<file path="config.mk">
export PLATFORM = sky130hd
export DESIGN_NAME = ast_store_ops
export DESIGN_NICKNAME = d
export VERILOG_FILES = /design/src/ast_pkg.sv /design/src/ast_ptr_if.sv /design/src/ast_ptr_calc.sv /design/src/ast_store_ops.sv
export SDC_FILE = /design/constraint.sdc
export NUM_CORES = 1
export LEC_CHECK = 0
export CORE_MARGIN = 2
export CORE_UTILIZATION = 40
export CTS_CLUSTER_SIZE = 12
export DETAILED_ROUTE_END_ITERATION = 16
export DONT_BUFFER_PORTS = 1
export GPL_TIMING_DRIVEN = 1
export HOLD_SLACK_MARGIN = 0.12
export PLACE_DENSITY = 0.64
export SYNTH_ARGS = -nofsm -noshare
export SYNTH_HDL_FRONTEND = slang
export SYNTH_SLANG_ARGS = --single-unit
</file>
<file path="constraint.sdc">
create_clock -name ref_clk -period 4.8 [get_ports ref_clk]
set_input_delay 0.48 -clock ref_clk [delete_from_list [all_inputs] [get_ports ref_clk]]
set_output_delay 0.48 -clock ref_clk [all_outputs]
set_load 0.01 [all_outputs]
</file>
<file path="src/ast_pkg.sv">
package ast_pkg;

   // Widths of the instruction word, data path and pointers
   localparam int INSTR_W = 14;
   localparam int DATA_W  = 8;
   localparam int PTR_W   = 16;
   localparam int FADDR_W = 7;
   localparam int OFS_W   = 6;
   localparam int MODE_W  = 2;
   localparam int NPTR    = 2;

   // Fixed opcodes
   localparam logic [INSTR_W-1:0] OPC_IDLE  = 14'h0000;
   localparam logic [INSTR_W-1:0] OPC_RESET = 14'h0001;

   // Masked opcode groups: word & mask == pattern
   localparam logic [INSTR_W-1:0] MSK_ST_DIR = 14'h3f80;
   localparam logic [INSTR_W-1:0] PAT_ST_DIR = 14'h0080;
   localparam logic [INSTR_W-1:0] MSK_ST_IND = 14'h3ff8;
   localparam logic [INSTR_W-1:0] PAT_ST_IND = 14'h0018;
   localparam logic [INSTR_W-1:0] MSK_ST_REL = 14'h3f80;
   localparam logic [INSTR_W-1:0] PAT_ST_REL = 14'h3f80;

   // Field positions inside the instruction word
   localparam int FADDR_LSB   = 0;
   localparam int MODE_LSB    = 0;
   localparam int OFS_LSB     = 0;
   localparam int IDX_BIT_IND = 2;
   localparam int IDX_BIT_REL = 6;

   // Pointer mode field encodings
   localparam logic [MODE_W-1:0] MODE_PRE_INC  = 2'h0;
   localparam logic [MODE_W-1:0] MODE_PRE_DEC  = 2'h1;
   localparam logic [MODE_W-1:0] MODE_POST_INC = 2'h2;
   localparam logic [MODE_W-1:0] MODE_POST_DEC = 2'h3;

   // File addresses of the two indirect windows
   localparam logic [FADDR_W-1:0] WIN0_ADDR = 7'h00;
   localparam logic [FADDR_W-1:0] WIN1_ADDR = 7'h01;

   // Reset values and pointer step
   localparam logic [PTR_W-1:0] PTR_RST  = 16'h0000;
   localparam logic [PTR_W-1:0] PTR_STEP = 16'h0001;
   localparam logic             CAUSE_FLAG_RST = 1'b1;

   // Decoded operation
   typedef enum logic [2:0] {
      OP_NONE,
      OP_IDLE,
      OP_RESET,
      OP_ST_DIR,
      OP_ST_IND,
      OP_ST_REL
   } ast_op_t;

endpackage

</file>
<file path="src/ast_ptr_if.sv">
`timescale 1ns/1ps
interface ast_ptr_if;
   import ast_pkg::*;

   logic [PTR_W-1:0]  ptr;      // Selected pointer value
   logic              rel;      // Relative-offset form
   logic [MODE_W-1:0] mode;     // Pointer mode field
   logic [OFS_W-1:0]  ofs;      // Signed offset literal
   logic [PTR_W-1:0]  ea;       // Effective store address
   logic [PTR_W-1:0]  nxt;      // Pointer value after the store

   modport calc (input ptr, input rel, input mode, input ofs,
                 output ea, output nxt);
   modport core (output ptr, output rel, output mode, output ofs,
                 input ea, input nxt);
endinterface

</file>
<file path="src/ast_ptr_calc.sv">
`timescale 1ns/1ps
module ast_ptr_calc (
   ast_ptr_if.calc pi                 // Pointer request and result
);
   import ast_pkg::*;

   // Step by one; 16-bit arithmetic wraps at both ends
   function automatic logic [PTR_W-1:0] ptr_step(
      input logic [PTR_W-1:0] p,
      input logic             down
   );
      ptr_step = down ? (p - PTR_STEP) : (p + PTR_STEP);
   endfunction

   // Sign extension of the offset literal, -32 to 31
   function automatic logic [PTR_W-1:0] ofs_sext(
      input logic [OFS_W-1:0] k
   );
      ofs_sext = {{(PTR_W-OFS_W){k[OFS_W-1]}}, k};
   endfunction

   // Address and pointer update; no flag is touched here
   always_comb begin
      pi.ea  = pi.ptr;
      pi.nxt = pi.ptr;
      if (pi.rel) begin
         pi.ea  = pi.ptr + ofs_sext(pi.ofs);
         pi.nxt = pi.ptr;
      end else begin
         unique case (pi.mode)
            MODE_PRE_INC: begin
               pi.ea  = ptr_step(pi.ptr, 1'b0);
               pi.nxt = ptr_step(pi.ptr, 1'b0);
            end
            MODE_PRE_DEC: begin
               pi.ea  = ptr_step(pi.ptr, 1'b1);
               pi.nxt = ptr_step(pi.ptr, 1'b1);
            end
            MODE_POST_INC: begin
               pi.ea  = pi.ptr;
               pi.nxt = ptr_step(pi.ptr, 1'b0);
            end
            MODE_POST_DEC: begin
               pi.ea  = pi.ptr;
               pi.nxt = ptr_step(pi.ptr, 1'b1);
            end
         endcase
      end
   end

endmodule

</file>
<file path="src/ast_store_ops.sv">
`timescale 1ns/1ps
// Summary of operation
// - Direct store copies accumulator, one cycle, flags kept.
// - Indirect store writes accumulator through selected pointer.
// - Mode field picks pre/post increment or decrement.
// - Address is pointer, plus one, minus one, or plus offset.
// - Pointer then steps, or stays for offset form.
// - Offset literal is signed, -32 through 31.
// - Window has no storage; access goes via pointer.
// - Pointers are 16 bits and wrap around.
// - Pointer stepping never changes any status flag.
// - Reset instruction resets device, clears reset flag.
module ast_store_ops (
   input  wire logic                        ref_clk,       // Core clock
   input  wire logic                        sys_rst,       // Device reset
   input  wire logic                        por_rst,       // Power-on reset
   input  wire logic                        instr_valid,   // Word present
   input  wire logic [ast_pkg::INSTR_W-1:0] instr,         // Opcode word
   input  wire logic [ast_pkg::DATA_W-1:0]  acc,           // Accumulator
   input  wire logic                        ptr_load_en,   // Pointer write
   input  wire logic                        ptr_load_sel,  // Which pointer
   input  wire logic [ast_pkg::PTR_W-1:0]   ptr_load_data, // New value
   input  wire logic                        sw_flag_set,   // Flag set by sw
   input  wire logic                        win_rd_en,     // Window read
   input  wire logic                        win_rd_sel,    // Which window
   output      logic                        file_wr_en,    // File write
   output      logic [ast_pkg::FADDR_W-1:0] file_wr_addr,  // File address
   output      logic [ast_pkg::DATA_W-1:0]  file_wr_data,  // File data
   output      logic                        ind_wr_en,     // Indirect write
   output      logic [ast_pkg::PTR_W-1:0]   ind_wr_addr,   // Full address
   output      logic [ast_pkg::DATA_W-1:0]  ind_wr_data,   // Indirect data
   output      logic                        win_rd_valid,  // Read address ok
   output      logic [ast_pkg::PTR_W-1:0]   win_rd_addr,   // Read address
   output      logic [ast_pkg::PTR_W-1:0]   ptr0,          // Pointer 0
   output      logic [ast_pkg::PTR_W-1:0]   ptr1,          // Pointer 1
   output      logic                        reset_instruction_flag, // Cause
   output      logic                        dev_reset_req, // Reset request
   output      logic                        status_hold,   // Flags untouched
   output      logic                        instr_done     // Op retired
);
   import ast_pkg::*;

   // Opcode classification shared by execution and retirement
   // Exact words are matched before the masked groups
   function automatic ast_op_t op_decode(
      input logic                 vld,
      input logic [INSTR_W-1:0]   w
   );
      op_decode = OP_NONE;
      if (vld) begin
         if (w == OPC_IDLE) begin
            op_decode = OP_IDLE;
         end else if (w == OPC_RESET) begin
            op_decode = OP_RESET;
         end else if ((w & MSK_ST_DIR) == PAT_ST_DIR) begin
            op_decode = OP_ST_DIR;
         end else if ((w & MSK_ST_IND) == PAT_ST_IND) begin
            op_decode = OP_ST_IND;
         end else if ((w & MSK_ST_REL) == PAT_ST_REL) begin
            op_decode = OP_ST_REL;
         end
      end
   endfunction

   // Pointer index bit sits at a different place per form
   function automatic logic ptr_index(
      input ast_op_t            op,
      input logic [INSTR_W-1:0] w
   );
      ptr_index = (op == OP_ST_REL) ? w[IDX_BIT_REL]
                                    : w[IDX_BIT_IND];
   endfunction

   // True for either window address; used only for direct stores
   function automatic logic is_window(
      input logic [FADDR_W-1:0] a
   );
      is_window = (a == WIN0_ADDR) || (a == WIN1_ADDR);
   endfunction

   logic [PTR_W-1:0]   ptrs [NPTR];    // The two indirect pointers
   logic               reset_pend;     // Waiting for device reset
   ast_op_t            op;
   logic               sel;
   logic [FADDR_W-1:0] faddr;
   logic               dir_win;
   logic               dir_win_sel;
   logic               ind_op;

   ast_ptr_if pi ();

   ast_ptr_calc u_calc (
      .pi (pi.calc)
   );

   // Decode; nothing is accepted once a reset is pending
   always_comb begin
      op          = op_decode(instr_valid && !reset_pend, instr);
      sel         = ptr_index(op, instr);
      faddr       = instr[FADDR_LSB +: FADDR_W];
      dir_win     = (op == OP_ST_DIR) && is_window(faddr);
      dir_win_sel = (faddr == WIN1_ADDR);
      ind_op      = (op == OP_ST_IND) || (op == OP_ST_REL);
   end

   // Pointer request to the address calculator
   always_comb begin
      pi.ptr  = sel ? ptrs[1] : ptrs[0];
      pi.rel  = (op == OP_ST_REL);
      pi.mode = instr[MODE_LSB +: MODE_W];
      pi.ofs  = instr[OFS_LSB +: OFS_W];
   end

   // Pointer registers; an instruction update beats a load
   // A same-edge load to the stepped pointer is lost,
   // so software keeps loads clear of such stores
   always_ff @(posedge ref_clk) begin
      if (sys_rst) begin
         for (int i = 0; i < NPTR; i++) begin
            ptrs[i] <= PTR_RST;
         end
      end else begin
         for (int i = 0; i < NPTR; i++) begin
            if (ind_op && (sel == i[0])) begin
               ptrs[i] <= pi.nxt;
            end else if (ptr_load_en && (ptr_load_sel == i[0])) begin
               ptrs[i] <= ptr_load_data;
            end
         end
      end
   end

   assign ptr0 = ptrs[0];
   assign ptr1 = ptrs[1];

   // Direct store to an ordinary file register
   always_ff @(posedge ref_clk) begin
      if (sys_rst) begin
         file_wr_en   <= 1'b0;
         file_wr_addr <= WIN0_ADDR;
         file_wr_data <= '0;
      end else begin
         file_wr_en <= (op == OP_ST_DIR) && !dir_win;
         if ((op == OP_ST_DIR) && !dir_win) begin
            file_wr_addr <= faddr;
            file_wr_data <= acc;
         end
      end
   end

   // Indirect store, and direct stores aimed at a window
   always_ff @(posedge ref_clk) begin
      if (sys_rst) begin
         ind_wr_en   <= 1'b0;
         ind_wr_addr <= PTR_RST;
         ind_wr_data <= '0;
      end else begin
         ind_wr_en <= ind_op || dir_win;
         if (ind_op) begin
            ind_wr_addr <= pi.ea;
            ind_wr_data <= acc;
         end else if (dir_win) begin
            // Window has no storage; the pointer is left as is
            ind_wr_addr <= dir_win_sel ? ptrs[1] : ptrs[0];
            ind_wr_data <= acc;
         end
      end
   end

   // Window read translation for other instructions
   // Old pointer value wins over a same-edge update
   always_ff @(posedge ref_clk) begin
      if (sys_rst) begin
         win_rd_valid <= 1'b0;
         win_rd_addr  <= PTR_RST;
      end else begin
         win_rd_valid <= win_rd_en;
         if (win_rd_en) begin
            win_rd_addr <= win_rd_sel ? ptrs[1] : ptrs[0];
         end
      end
   end

   // Retirement: every op here is one cycle and leaves flags alone
   always_ff @(posedge ref_clk) begin
      if (sys_rst) begin
         instr_done  <= 1'b0;
         status_hold <= 1'b0;
      end else begin
         instr_done  <= (op != OP_NONE);
         // Stepping a pointer never feeds the zero or carry logic
         status_hold <= (op != OP_NONE);
      end
   end

   // Reset request holds until the device reset arrives
   always_ff @(posedge ref_clk) begin
      if (sys_rst) begin
         reset_pend    <= 1'b0;
         dev_reset_req <= 1'b0;
      end else if (op == OP_RESET) begin
         reset_pend    <= 1'b1;
         dev_reset_req <= 1'b1;
      end
   end

   // Cause flag survives the device reset; only power-on restores it.
   // The instruction clear beats a software set in the same cycle.
   always_ff @(posedge ref_clk) begin
      if (por_rst) begin
         reset_instruction_flag <= CAUSE_FLAG_RST;
      end else if (op == OP_RESET) begin
         reset_instruction_flag <= 1'b0;
      end else if (sw_flag_set) begin
         reset_instruction_flag <= 1'b1;
      end
   end

endmodule

</file>
* Word level (Yosys, flattened, before mapping)
Memories as Yosys holds them, arrays and structs flattened. Index checks and enable logic that the tools add are counted.
Storage, ports and cells: output and inout bits 94, bits in registers 61, memories 1, memory bits (writable) 32, input port bits 47, logic and storage cells 94
Cells by class: add/subtract/negate cells 3, mux-type cells 40, reductions and logical operators 21, equal/unequal tests 12, bitwise logic cells 6
Memory list:
- ptrs | words 2, width 16, rd ports 2, clocked after Yosys merged registers in 0, write ports 2, line ast_store_ops.sv:81 | logic [PTR_W-1:0] ptrs [NPTR];
Operator list (count):
- $mux 16 | 11
- $pmux 16 s3 | 1
- $pmux 16 s2 | 1
- $mux 1 | 19
- $mux 3 | 6
- $add 16x1->16 const B | 1
- $add 16x16->16 | 1
- $mux 8 | 2
- $sub 16x1->16 const B | 1
- $eq 14x1->1 const B | 1
- $eq 7x1->1 const B | 2
- $logic_not 14->1 | 1
- $eq 11x2->1 const B | 1
- $eq 7x7->1 const B | 1
- $logic_and 1x1->1 | 7
- $logic_not 7->1 | 1
- $eq 3x2->1 const B | 2
- $eq 3x3->1 const B | 2
- $reduce_or 2->1 | 3
- $eq 2x2->1 const B | 2
- $or 1x1->1 | 4
- $reduce_bool 2->1 | 2
- $logic_or 1x1->1 | 3
- $reduce_bool 3->1 | 1
- 4 further kinds | 6

* Logic depth before layout (Yosys ltp)
Gate-level depths: netlist of run 1.
word-level depth 16, depth in mapped cells 18, gate-level depth less buffers 15

* Modules after synthesis
Synthesis of run 1 repeated with hierarchy kept, for this count alone.
Second synthesis, totals: cell total of the unflattened synthesis 729, area, all modules 6448.7 um^2
Modules (own cells, without submodules):
- ast_store_ops | seq. area each 2182.1 um^2, instances 1, cells an instance 465, area each 4621.9 um^2
- ast_ptr_calc | seq. area each 0.0 um^2, instances 1, cells an instance 264, area each 1826.8 um^2

* Least setup slack after synthesis of run 1
OpenSTA, ideal clock, no wires.
path type in2reg, start input instr[7] in the netlist's numbering, end register ind_wr_addr[14] in the netlist's numbering, library setup time 119 ps, path buffers 4, stages 18, required time 4681 ps, arrival time 3804 ps, setup slack 877 ps, path through buf_6 and3_1 buf_6 and4_4 buf_6 nor2_2 buf_2 mux2i_1 inv_1 ha_1 nand2b_1 a21oi_1 o211ai_1 a21oi_1 o31ai_1 o21ai_0 xor2_1 o221a_2
Between the ends: longest elaborated chain between the ends 14, elaborated cells between the ends (all ways) 25, those cells by class add/sub: 3; eq/ne: 7; mux: 11; reduce/logical: 4
Ends and longest elaborated chain:
- from (decl) | line ast_store_ops.sv:18 | input wire logic [ast_pkg::INSTR_W-1:0] instr,
- $eq 7x7->1 | line ast_store_ops.sv:59 | end else if ((w & MSK_ST_REL) == PAT_ST_REL) begin
- $mux 3 | line ast_store_ops.sv:59
- $mux 3 | line ast_store_ops.sv:57 | end else if ((w & MSK_ST_IND) == PAT_ST_IND) begin
- $mux 3 | line ast_store_ops.sv:55 | end else if ((w & MSK_ST_DIR) == PAT_ST_DIR) begin
- $mux 3 | line ast_store_ops.sv:53 | end else if (w == OPC_RESET) begin
- $mux 3 (*) | line ast_store_ops.sv:51 | if (w == OPC_IDLE) begin
- $mux 3 (*) | line ast_store_ops.sv:50 | if (vld) begin
- $eq 3x3->1 | line ast_store_ops.sv:70, ast_store_ops.sv:103, ast_store_ops.sv:109
- $mux 1 | line ast_store_ops.sv:70 | ptr_index = (op == OP_ST_REL) ? w[IDX_BIT_REL]
- $mux 16 | line ast_store_ops.sv:108 | pi.ptr = sel ? ptrs[1] : ptrs[0];
- $sub 16x1->16 or $add 16x1->16 (tied branches)
- $pmux 16 s3 | line ast_ptr_calc.sv:30 | unique case (pi.mode)
- $mux 16 | line ast_ptr_calc.sv:26 | if (pi.rel) begin
- $mux 16 | line ast_store_ops.sv:159 | if (ind_op) begin
- to (signal assigned) | line ast_store_ops.sv:160 | ind_wr_addr <= pi.ea;
- to (signal assigned) | line ast_store_ops.sv:164 | ind_wr_addr <= dir_win_sel ? ptrs[1] : ptrs[0];
- to (decl) | line ast_store_ops.sv:30 | output logic [ast_pkg::PTR_W-1:0] ind_wr_addr,
Every way passes the cells marked *; elsewhere a longest branch is shown, timed or not. A chain may end at the register's enable or synchronous reset.

* Final worst setup path of run 1
start register reset_pend, end register ind_wr_addr[13] in the netlist's numbering
Between the ends: longest elaborated chain between the ends 10, elaborated cells between the ends (all ways) 17, those cells by class add/sub: 3; eq/ne: 3; mux: 6; reduce/logical: 5
Ends and longest elaborated chain:
- from (decl) | line ast_store_ops.sv:82 | logic reset_pend;
- from (signal assigned) | line ast_store_ops.sv:199 | reset_pend <= 1'b0;
- from (signal assigned) | line ast_store_ops.sv:202 | reset_pend <= 1'b1;
- $logic_not 1->1 (*) | line ast_store_ops.sv:98 | op = op_decode(instr_valid && !reset_pend, instr);
- $logic_and 1x1->1 (*) | line ast_store_ops.sv:98
- $mux 3 (*) | line ast_store_ops.sv:50
- $eq 3x3->1 | line ast_store_ops.sv:70, ast_store_ops.sv:103, ast_store_ops.sv:109
- $mux 1 | line ast_store_ops.sv:70
- $mux 16 | line ast_store_ops.sv:108
- $sub 16x1->16 or $add 16x1->16 (tied branches)
- $pmux 16 s3 | line ast_ptr_calc.sv:30
- $mux 16 | line ast_ptr_calc.sv:26
- $mux 16 | line ast_store_ops.sv:159
Marks and branches as above.

==> impl_results.md, run 1 <==
* Outcome: complete, no violations
* Hold EP: win_rd_addr[9]
* GRT Overall Usage at between 20% and 30%
* Slew @ Worst Pin at around 1.2 ns
* Reg2Reg Setup Slack at approximately 0.63 ns
* Static Leak at between 0.002 and 0.003 uW
* Number of synthesized flops with an enable pin at 32
* Post-route worst setup slack at between 0.6 and 0.7 ns
* Vias per cell at ~6.3
* CTS root buffer: clkbuf_16
* PwrDens at approximately 310 mW/mm2
* Post-Syn Area at between 0.006 and 0.007 mm2
* Post-DP HPWL at ~15000 um
* Register area at between 0.002 and 0.0025 mm2
* Crit Path Max Fanout at 19
* Relative slew slack at 20.94%
* Top cell type's share of synthesized area at 19.36%
* DRT Pass-1 Iters at 5
* FILL cells at around 1500
* Clock Latency Late Sink at around 0.36 ns
* Resize count post-CTS at 0
* Die width at 129.6 um
* Initial Util at between 40% and 50%
* Final Max Slew Viols at 0
* Highest clock rate at 239.7 MHz
* Ys flop type: dfxtp_1
* Synth Instances at between 700 and 800
* CTS buffer count at 9
* Most area-hungry cell type in the Yosys netlist: dfxtp_1
* Most frequent cells after synthesis: 91 x nand2_1, 77 x nor2_1, 61 x dfxtp_1
* Placeable Area at about 0.015 mm2
* Die height at about 130 um
* Iter 0 DRT Violations at between 500 and 600
* Largest net degree at the start of global routing at just over 70
* Arrival @ worst endpoint at about 4.4 ns
* Wire per inst at ~22 um
* Pre-CTS WS at 0.6575 ns
* CP max stage cell: o31a_1
* Syn_nets at 795
* # clock sinks at 93
* Rows at 45
* Syn avg cell area at a little under 9 um2
* Hold bufs inserted after CTS at 0
* IO Pins at 141
* Clock Path Buffers at 2
* Number of global-route vias before repair at 5393
* Most frequent cell on the critical path: nor2_1
* Util after Layout at between 40% and 50%
* CTS tree: done
* Initial antenna violation count at 0
* IO buf count at 0
* Hold path startpoint: sys_rst
* Final TNS setup at 0 ns
* Worst endpoint required time at about 5.1 ns
* Worst-path cell chain: nand2b_1 -> o31a_1 -> nor2_2 -> buf_4 -> mux2i_1 -> inv_1 -> ha_1 -> o21a_1 -> nor2_1 -> a211oi_1 -> nor2_1 -> a31oi_1 -> xor2_1 -> o21ai_0 -> a221oi_2
* First-pass GRT wire length at between 30000 and 40000 um
* Crit path launch type: flip-flop
* Top-count cell post-synth: nand2_1
* Clock slew at reported path FFs at around 0.07 ns
* GRT overflow at 0
* Hold path depth at 1
* Register-to-Register Path Depth at 15
* Routed vias at between 5000 and 6000
* Final GP Congestion at 1.009
* Total Wirelength at just over 20000 um
* Syn. warnings at 0
* Area of the multi-input gates at ~0.0038 mm2
* Reg-to-Reg End: ind_wr_addr[13]
* CP Capture Type: flip-flop
* Post-synthesis cell type count at between 70 and 80
* Die area at 0.01679 mm2
* Area growth from synthesis to layout at 5.831%
* Post-route ant nets at 0
* N_diodes at 0
* Share of layout cells above drive strength 1 at about 8.6%
* Final period util at a little under 90%
* Final clock skew at 0.009372 ns
* Sequential fraction of the synthesis area at roughly 35%
* Hold Vio Cnt, Final at 0
* Ys async rst share at 0%
* CTS HTree Levels at 3
* DR DRC count at 0
* Final Critical Period at 4.172 ns
* Max incr delay on CP at about 0.46 ns
* Largest cells by area after synthesis: dfxtp_1 19%, edfxtp_1 15%, mux2i_1 7.1%
* Final Setup Violations at 0
* Worst IR Drop VDD at between 0.00015 and 0.0002 V
* Worst r2r src: reset_pend
* Critical path class: reg2reg
* Synthesized flop and latch total at 93
* Max cap viols at 0
* HP Class: in2reg
* Layout net count at ~760
* # Post-CTS Setup Buffers at 0
* RSZ-0062 raised after global routing: no
## per-layer routing
| metal | up-vias | global-route usage [%] | wire length (um) |
|---|---|---|---|
| li1 | 2613 | - | - |
| met1 | 2709 | 29.90 | 8268 |
| met2 | 324 | 38.81 | 9467 |
| met3 | 60 | 6.606 | 1863 |
| met4 | 0 | 12.02 | 814 |
| met5 | - | 0 | 0 |
## per-stage QoR
| step | instance area, um2 | std cells | power, uW | hold slack (ns) |
|---|---|---|---|---|
| final | 6676 | 909 | 2086 | 0.1877 |
| after global routing | 6676 | 909 | 2166 | 0.1709 |
| after CTS | 6676 | 909 | 2089 | 0.1804 |
| after detailed placement | 6325 | 893 | 1258 | 0.4900 |
| after global placement | 6325 | 893 | 1251 | 0.4854 |
| after floorplan | 6309 | 730 | 1193 | 0.4623 |
## power breakdown
part           leakage [uW]  internal [uW]  switching (uW)
Combinational       0.00151            135             194
Sequential         0.000836            851            68.8
Clock              0.000173            537             301
Total               0.00251           1520             564
## how the worst max path moves through the flow
stage / from / to / slack [ns] / depth (start not counted)
floorplan: instr[7] / ind_wr_addr[14] / 0.88 / 18
global placement: instr[8] / ind_wr_addr[15] / 0.78 / 15
detailed placement: instr[8] / ind_wr_addr[13] / 0.66 / 15
CTS: reset_pend / ind_wr_addr[15] / 0.68 / 15
global route: reset_pend / ind_wr_addr[15] / 0.28 / 15
finish: reset_pend / ind_wr_addr[13] / 0.63 / 15
## critical path: cells and delay by family (launching register included)
family          cells  cell delay [ns]
flops               1             0.35
mux                 1             0.38
simple gates        4             0.80
fa+ha+maj           1             0.36
compound gates      6             1.54
xor+xnor            1             0.17
buf+inv             2             0.48
## cell type report
type                       count  area share (%)
timing repair buffer           2          0.2249
tap                          211           3.954
multi-input combinational    568           56.80
inverter                      19           1.068
clock inverter                 4           1.424
clock buffer                  12           3.842
sequential                    93           32.68
## logic make-up (layout without fill, tap and decap cells)
family | after synthesis | in the layout | synth area share (%)
multiplexers | 51 | 51 | 8.211
AND/OR/NAND/NOR | 259 | 259 | 19.18
buffers and inverters | 69 | 37 | 5.296
XOR/XNOR | 34 | 34 | 4.720
adder cells (fa/ha/maj) | 18 | 18 | 3.689
AO/OA/AOI/OAI | 206 | 206 | 24.32
flip-flops | 93 | 93 | 34.59
## cell usage in the layout (no fill, tap or decap), types with 22 or more instances in the layout
| cell | n |
|---|---|
| dfxtp_1 | 61 |
| xnor2_1 | 24 |
| a21oi_1 | 57 |
| nand2_1 | 91 |
| o21ai_0 | 22 |
| nor2_1 | 77 |
| mux2i_1 | 45 |
| edfxtp_1 | 32 |
| a211oi_1 | 25 |
## registers in the layout (all words and copies together), names as in the netlist
name                    count
win_rd_addr                16
ind_wr_addr                16
file_wr_data                8
win_rd_valid                1
ptrs                       32
reset_pend                  1
reset_instruction_flag      1
instr_done                  1
ind_wr_en                   1
file_wr_en                  1
file_wr_addr                7
ind_wr_data                 8
Power figures use the tool's default switching activity.
==> run 2, diff against run 1 <==
--- a/config.mk
+++ b/config.mk
@@ -5,14 +5,14 @@
 export SDC_FILE = /design/constraint.sdc
 export NUM_CORES = 1
 export LEC_CHECK = 0
-export CORE_MARGIN = 2
+export BUFFER_PORTS_ARGS = -buffer_cell sky130_fd_sc_hd__buf_2
+export CORE_MARGIN = 3
 export CORE_UTILIZATION = 40
 export CTS_CLUSTER_SIZE = 12
 export DETAILED_ROUTE_END_ITERATION = 16
-export DONT_BUFFER_PORTS = 1
 export GPL_TIMING_DRIVEN = 1
 export HOLD_SLACK_MARGIN = 0.12
-export PLACE_DENSITY = 0.64
+export PLACE_DENSITY = 0.72
 export SYNTH_ARGS = -nofsm -noshare
 export SYNTH_HDL_FRONTEND = slang
 export SYNTH_SLANG_ARGS = --single-unit
==> run 2 against run 1 <==
Effect of this change:
- die area increased by 3.1%
- sequential power is 2.4% lower
- non-clock buffer count rose by 147
- clock skew decreased by 0.0024 ns
- wire length up 1.5%
- first-iteration DRC count increased by 14%
- worst hold slack improved by 0.13 ns
- largest cell class unchanged
- critical path type unchanged
- via count grew 8.7%
- design area grew 11%
- largest power group unchanged
- maximum frequency rose by 0.41%
- highest routed layer unchanged
- clock power fell by 13%
==> impl_results.md, run 2 (synthesized netlist as in run 1, its figures left out) <==
* Largest net degree at the start of global routing at between 40 and 50
* Largest register FFs at 32
* N_diodes at 0
* Share of layout cells above drive strength 1 at about a quarter
* # Post-CTS Setup Buffers at 0
* GRT overflow at 0
* Area growth from synthesis to layout at 17.02%
* Die height at around 130 um
* Max cap viols at 0
* Highest clock rate at around 240 MHz
* Max incr delay on CP at about 0.6 ns
* GRT Overall Usage at between 20 and 25%
* Arrival @ worst endpoint at 4.39 ns
* Hold bufs inserted after CTS at 0
* Slew @ Worst Pin at 1.226 ns
* Util after Layout at roughly half
* Hold Vio Cnt, Final at 0
* Relative slew slack at between 15 and 20%
* Final Max Slew Viols at 0
* Final period util at ~87%
* Vias per cell at between 5 and 6
* Biggest regs: ptrs (32), ind_wr_addr (16), win_rd_addr (16)
* Wire per inst at 19.61 um
* Critical path class: reg2reg
* Resize count post-CTS at 0
* Die width at between 100 and 150 um
* Crit Path Max Fanout at 12
* Placeable Area at between 0.015 and 0.02 mm2
* Post-route ant nets at 0
* Commonest non-fill, non-tap cell in the layout: buf_2
* Clock Path Buffers at 2
* DRT Pass-1 Iters at 5
* Final Critical Period at a little over 4 ns
* CTS buffer count at 9
* Total Wirelength at between 20000 and 25000 um
* CP max stage cell: nor2_2
* Worst endpoint required time at a little over 5 ns
* Delay-heaviest family, CP: compound AO/OA/AOI/OAI gates
* Clock Latency Late Sink at ~0.35 ns
* Initial antenna violation count at 0
* Iter 0 DRT Violations at ~660
* IO Pins at about 140
* CTS tree: done
* CTS root buffer: clkbuf_16
* Final GP Congestion at just under 1
* Outcome: complete, no violations
* Crit path launch type: flip-flop
* Clock slew at reported path FFs at 0.06 ns
* # clock sinks at a little over 90
* Worst path bufs/invs at 0
* IO buf count at 140
* Layout net count at slightly above 900
* Final clock skew at roughly 0.007 ns
* First-pass GRT wire length at 31880 um
* Die area at 0.01731 mm2
* Routed vias at a little over 6000
* CP Capture Type: flip-flop
* DR DRC count at 0
* Initial Util at between 40% and 50%
* Worst-path cell chain: nand2b_1 -> o31a_1 -> nor2_2 -> mux2_2 -> ha_1 -> o21ai_0 -> a21oi_1 -> o211ai_1 -> a21oi_1 -> o31ai_1 -> o21ai_0 -> xor2_1 -> o221a_2
* Number of global-route vias before repair at between 5000 and 6000
* Post-DP HPWL at ~15000 um
* Rows at 45
* Final TNS setup at 0 ns
* Final Setup Violations at 0
* Worst IR Drop VDD at roughly 0.00018 V
* HP Class: in2reg
* CTS HTree Levels at 3
* Highest-count cells in the layout ignoring fill and taps: 140 x buf_2, 91 x nand2_1, 77 x nor2_1
* Static Leak at approximately 0.0032 uW
* PwrDens at 278.8 mW/mm2
* Biggest register: ptrs
* RSZ-0062 raised after global routing: no
run 2: cell types whose count changed in the layout (fill, tap and decap cells not counted):
| cell | previous run | this run |
|---|---|---|
| clkbuf_1 | 1 | 2 |
| bufinv_16 | 3 | 1 |
| buf_4 | 2 | 9 |
| buf_2 | 0 | 140 |
| clkinv_4 | 0 | 1 |
run 2: path summary, 6_finish.rpt:
path	startpoint	to	slack [ns]	cells after the start
setup / recovery	reset_pend	ind_wr_addr[14]	0.65	13
hold / removal	por_rst	reset_instruction_flag	0.32	2
setup reg to reg	reset_pend	ind_wr_addr[14]	0.65	13
hold reg to reg	ind_wr_addr[12]	ind_wr_addr[12]	0.44	2
run 2: per-layer routing:
| layer | share of wire (%) | global-route usage [%] | vias to the layer above |
|---|---|---|---|
| met5 | 0 | 0 | - |
| met4 | 3.0 | 9.043 | 0 |
| met3 | 8.2 | 4.556 | 45 |
| met2 | 47 | 37.11 | 315 |
| met1 | 42 | 29.88 | 2925 |
| li1 | - | - | 2920 |
run 2: area by class of cell:
class / count / area, um2
Fill cell: 1529 / 7933
Clock inverter: 3 / 43.79
Tap cell: 211 / 264.0
Clock buffer: 13 / 260.3
Timing Repair Buffer: 149 / 768.2
Sequential cell: 93 / 2182
Multi-Input combinational cell: 568 / 3792
Inverter: 19 / 71.32
run 2: through the flow:
step                cells  power (uW)  area [um2]  worst slack [ns]  hold slack (ns)
finish               1056        2058        7382            0.6456           0.3176
global route         1056        2139        7382            0.4091           0.3170
CTS                  1056        2061        7382            0.7244           0.3121
detailed placement   1040        1336        7078            0.5360           0.4327
global placement     1040        1334        7078            0.6064           0.4293
floorplan             730        1193        6309            0.8773           0.4623
run 2: power breakdown:
part,leakage (uW),internal (uW),switching [uW],total (uW)
Clock,0.000150,432,295,728
Sequential,0.000836,851,47.2,898
Combinational,0.00220,171,261,432
==> run 3, diff against run 2 <==
--- a/config.mk
+++ b/config.mk
@@ -5,14 +5,14 @@
 export SDC_FILE = /design/constraint.sdc
 export NUM_CORES = 1
 export LEC_CHECK = 0
-export BUFFER_PORTS_ARGS = -buffer_cell sky130_fd_sc_hd__buf_2
-export CORE_MARGIN = 3
 export CORE_UTILIZATION = 40
 export CTS_CLUSTER_SIZE = 12
 export DETAILED_ROUTE_END_ITERATION = 16
+export DONT_BUFFER_PORTS = 1
 export GPL_TIMING_DRIVEN = 1
 export HOLD_SLACK_MARGIN = 0.12
-export PLACE_DENSITY = 0.72
+export PLACE_DENSITY = 0.64
 export SYNTH_ARGS = -nofsm -noshare
 export SYNTH_HDL_FRONTEND = slang
+export SYNTH_HIERARCHICAL = 1
 export SYNTH_SLANG_ARGS = --single-unit
==> run 3 against run 2 <==
Effect of this change:
- global-route usage fell by 0.45 points
- final cell count fell by 12%
- register-to-register slack got worse by 0.07 ns
- clock skew shrank 0.0011 ns
- first-iteration DRC count fell by 43%
- total power rose by 1.7%
- synthesized cell count decreased by 0.14%
- critical endpoint is now ind_wr_addr[15]
- largest cell class unchanged
==> impl_results.md, run 3 <==
* Worst setup path end: ind_wr_addr[15]
* CP Capture Type: flip-flop
* Placeable Area at between 0.015 and 0.02 mm2
* Biggest register: ptrs
* Post-Place Cells at between 900 and 1000
* Sequential fraction of the synthesis area at approximately 34%
* Ys async rst share at 0%
* Final Critical Period at between 4 and 5 ns
* Syn avg cell area at just under 9 um2
* Die width at 129.0 um
* Final Non-Filler Cells at ~930
* Final period util at between 90% and 100%
* Highest-count cells in the layout ignoring fill and taps: 80 x nand2_1, 79 x mux2i_1, 67 x nor2_1
* Critical path class: in2reg
* Clock Path Buffers at 2
* Largest net degree at the start of global routing at slightly above 80
* Total Wirelength at about 18000 um
* Final clock skew at between 0.005 and 0.006 ns
* Post-route ant nets at 0
* Reg2Reg Setup Slack at between 0.5 and 0.6 ns
* Final Setup Violations at 0
* Hold bufs inserted after CTS at 0
* HP Class: in2reg
* Most frequent cells after synthesis: 80 x nand2_1, 79 x mux2i_1, 67 x nor2_1
* Relative slew slack at a little under a quarter
* Critical path launch point: instr[8]
* Static Leak at 0.002955 uW
* Clock slew at reported path FFs at about 0.070 ns
* Rows at 46
* GRT Overall Usage at between 20% and 30%
* Layout net count at about 770
* Highest clock rate at 214.8 MHz
* Worst endpoint required time at around 5 ns
* GRT overflow at 0
* Final Max Slew Viols at 0
* DRT Pass-1 Iters at 5
* Routed vias at 5371
* Iter 0 DRT Violations at 371
* Max cap viols at 0
* Share of layout cells above drive strength 1 at 8.976%
* Crit path launch type: input pin
* Die height at roughly 130 um
* Vias per cell at 5.781
* Biggest regs: ptrs (32), ind_wr_addr (16), win_rd_addr (16)
* Post-DP HPWL at around 14000 um
* Top cell type's share of synthesized area at 18.94%
* Final GP Congestion at between 0.9 and 1
* DR DRC count at 0
* CTS HTree Levels at 3
* CTS tree: done
* Outcome: complete, no violations
* Hold Vio Cnt, Final at 0
* Ys flop type: dfxtp_1
* Largest register FFs at 32
* IO buf count at 0
* Clock Latency Late Sink at 0.35 ns
* Arrival @ worst endpoint at between 4 and 5 ns
* Synth Instances at 729
* Initial antenna violation count at 0
* Wire per inst at 19.63 um
* Resize count post-CTS at 0
* Slew @ Worst Pin at 1.152 ns
* Commonest non-fill, non-tap cell in the layout: nand2_1
* Reg-to-Reg End: ind_wr_addr[15]
* Die area at between 0.015 and 0.02 mm2
* Syn. warnings at 6
* Worst r2r src: reset_pend
* N_diodes at 0
* Top-count cell post-synth: nand2_1
* Crit Path Max Fanout at 9
* RSZ-0062 raised after global routing: no
* Number of synthesized flops with an enable pin at 32
* Post-Syn Area at 0.006449 mm2
* FILL cells at around 1600
* Number of global-route vias before repair at 5201
* IO Pins at 141
* # Post-CTS Setup Buffers at 0
* CTS root buffer: clkbuf_16
* Most area-hungry cell type in the Yosys netlist: dfxtp_1
* # clock sinks at 93
* Register-to-Register Path Depth at 15
* Min Hold Slack at ~0.2 ns
* Initial Util at between 40% and 50%
* Worst IR Drop VDD at 0.0002320 V
* Largest cells by area after synthesis: dfxtp_1 19%, edfxtp_1 15%, mux2i_1 12%
* Area growth from synthesis to layout at 7.761%
* Syn_nets at 794
* Post-synthesis cell type count at between 70 and 80
* Synthesized flop and latch total at 93
* PwrDens at approximately 300 mW/mm2
* CTS buffer count at 9
* First-pass GRT wire length at 28340 um
-- run 3: cell count changes after synthesis, moves of 13 or more --
cell / before / now
nand2b_1: 17 / 36
o221a_2: 16 / 0
o22ai_1: 1 / 16
a21oi_1: 57 / 39
mux2i_1: 45 / 79
a22o_1: 17 / 1
nand3_1: 19 / 6
-- run 3: worst min-delay path by stage --
stage | to | cells past startpoint | slack, ns | startpoint
after floorplan | file_wr_addr[0] | 2 | 0.48 | file_wr_addr[0]
after detailed placement | file_wr_data[7] | 2 | 0.49 | file_wr_data[7]
after global routing | file_wr_addr[3] | 1 | 0.18 | sys_rst
after global placement | file_wr_addr[6] | 2 | 0.48 | file_wr_addr[6]
final | file_wr_data[3] | 1 | 0.20 | sys_rst
after CTS | file_wr_addr[2] | 1 | 0.18 | sys_rst
-- run 3: cell families (layout without fill, tap and decap cells) --
group                    count (synthesis)  count (layout)  share of synthesized area, %
XOR/XNOR                                36              36                         4.889
flip-flops                              93              93                         33.84
buffers and inverters                   82              66                         5.723
adder cells (fa/ha/maj)                 18              18                         3.609
AO/OA/AOI/OAI                          153             153                         16.47
multiplexers                            97              97                         15.62
AND/OR/NAND/NOR                        250             250                         19.85
-- run 3: per-layer routing --
layer / GRT usage [%] / up-vias / share of wire, %
li1: - / 2548 / -
met4: 8.651 / 0 / 2.7
met5: 0 / - / 0
met3: 5.988 / 29 / 7.3
met1: 25.46 / 2598 / 41
met2: 39.90 / 196 / 49
-- run 3: cell type report --
cell class / instances / area, um2 / area share (%)
Inverter: 31 / 116.4 / 1.674
Clock buffer: 12 / 279.0 / 4.015
Timing Repair Buffer: 19 / 142.6 / 2.053
Tap cell: 216 / 270.3 / 3.889
Sequential cell: 93 / 2182 / 31.40
Multi-Input combinational cell: 554 / 3902 / 56.16
Clock inverter: 4 / 56.30 / 0.8102
-- run 3: stage by stage --
step	worst slack [ns]	instance area [um2]	utilization [%]	power, uW	TNS (ns)
2_1_floorplan	0.2855	6449	-	1225	0
3_3_place_gp	-0.01551	6614	41.79	1303	-0.01551
3_5_place_dp	-0.1192	6614	41.79	1309	-0.1192
4_1_cts	0.2106	6949	43.91	2115	0
5_1_grt	0.09999	6949	43.91	2185	0
6_report	0.1437	6949	43.91	2094	0
-- run 3: worst max-delay path, cell delays in order --
cell and delay (ns):
or4_4 0.57, nor4_4 0.31, o21ai_2 0.12, nor2_4 0.14, mux2i_2 0.34, buf_4 0.26, mux2_1 0.47, ha_1 0.40
a21o_1 0.23, a31oi_1 0.30, mux2i_1 0.33, nand3_1 0.18, a311oi_2 0.31, xnor2_1 0.09, o21ai_0 0.22, o22ai_1 0.10
-- run 3: where the power goes --
| group | switching [uW] | internal [uW] | total [uW] |
|---|---|---|---|
| Sequential | 59.3 | 853 | 912 |
| Combinational | 215 | 167 | 382 |
| Clock | 326 | 474 | 800 |
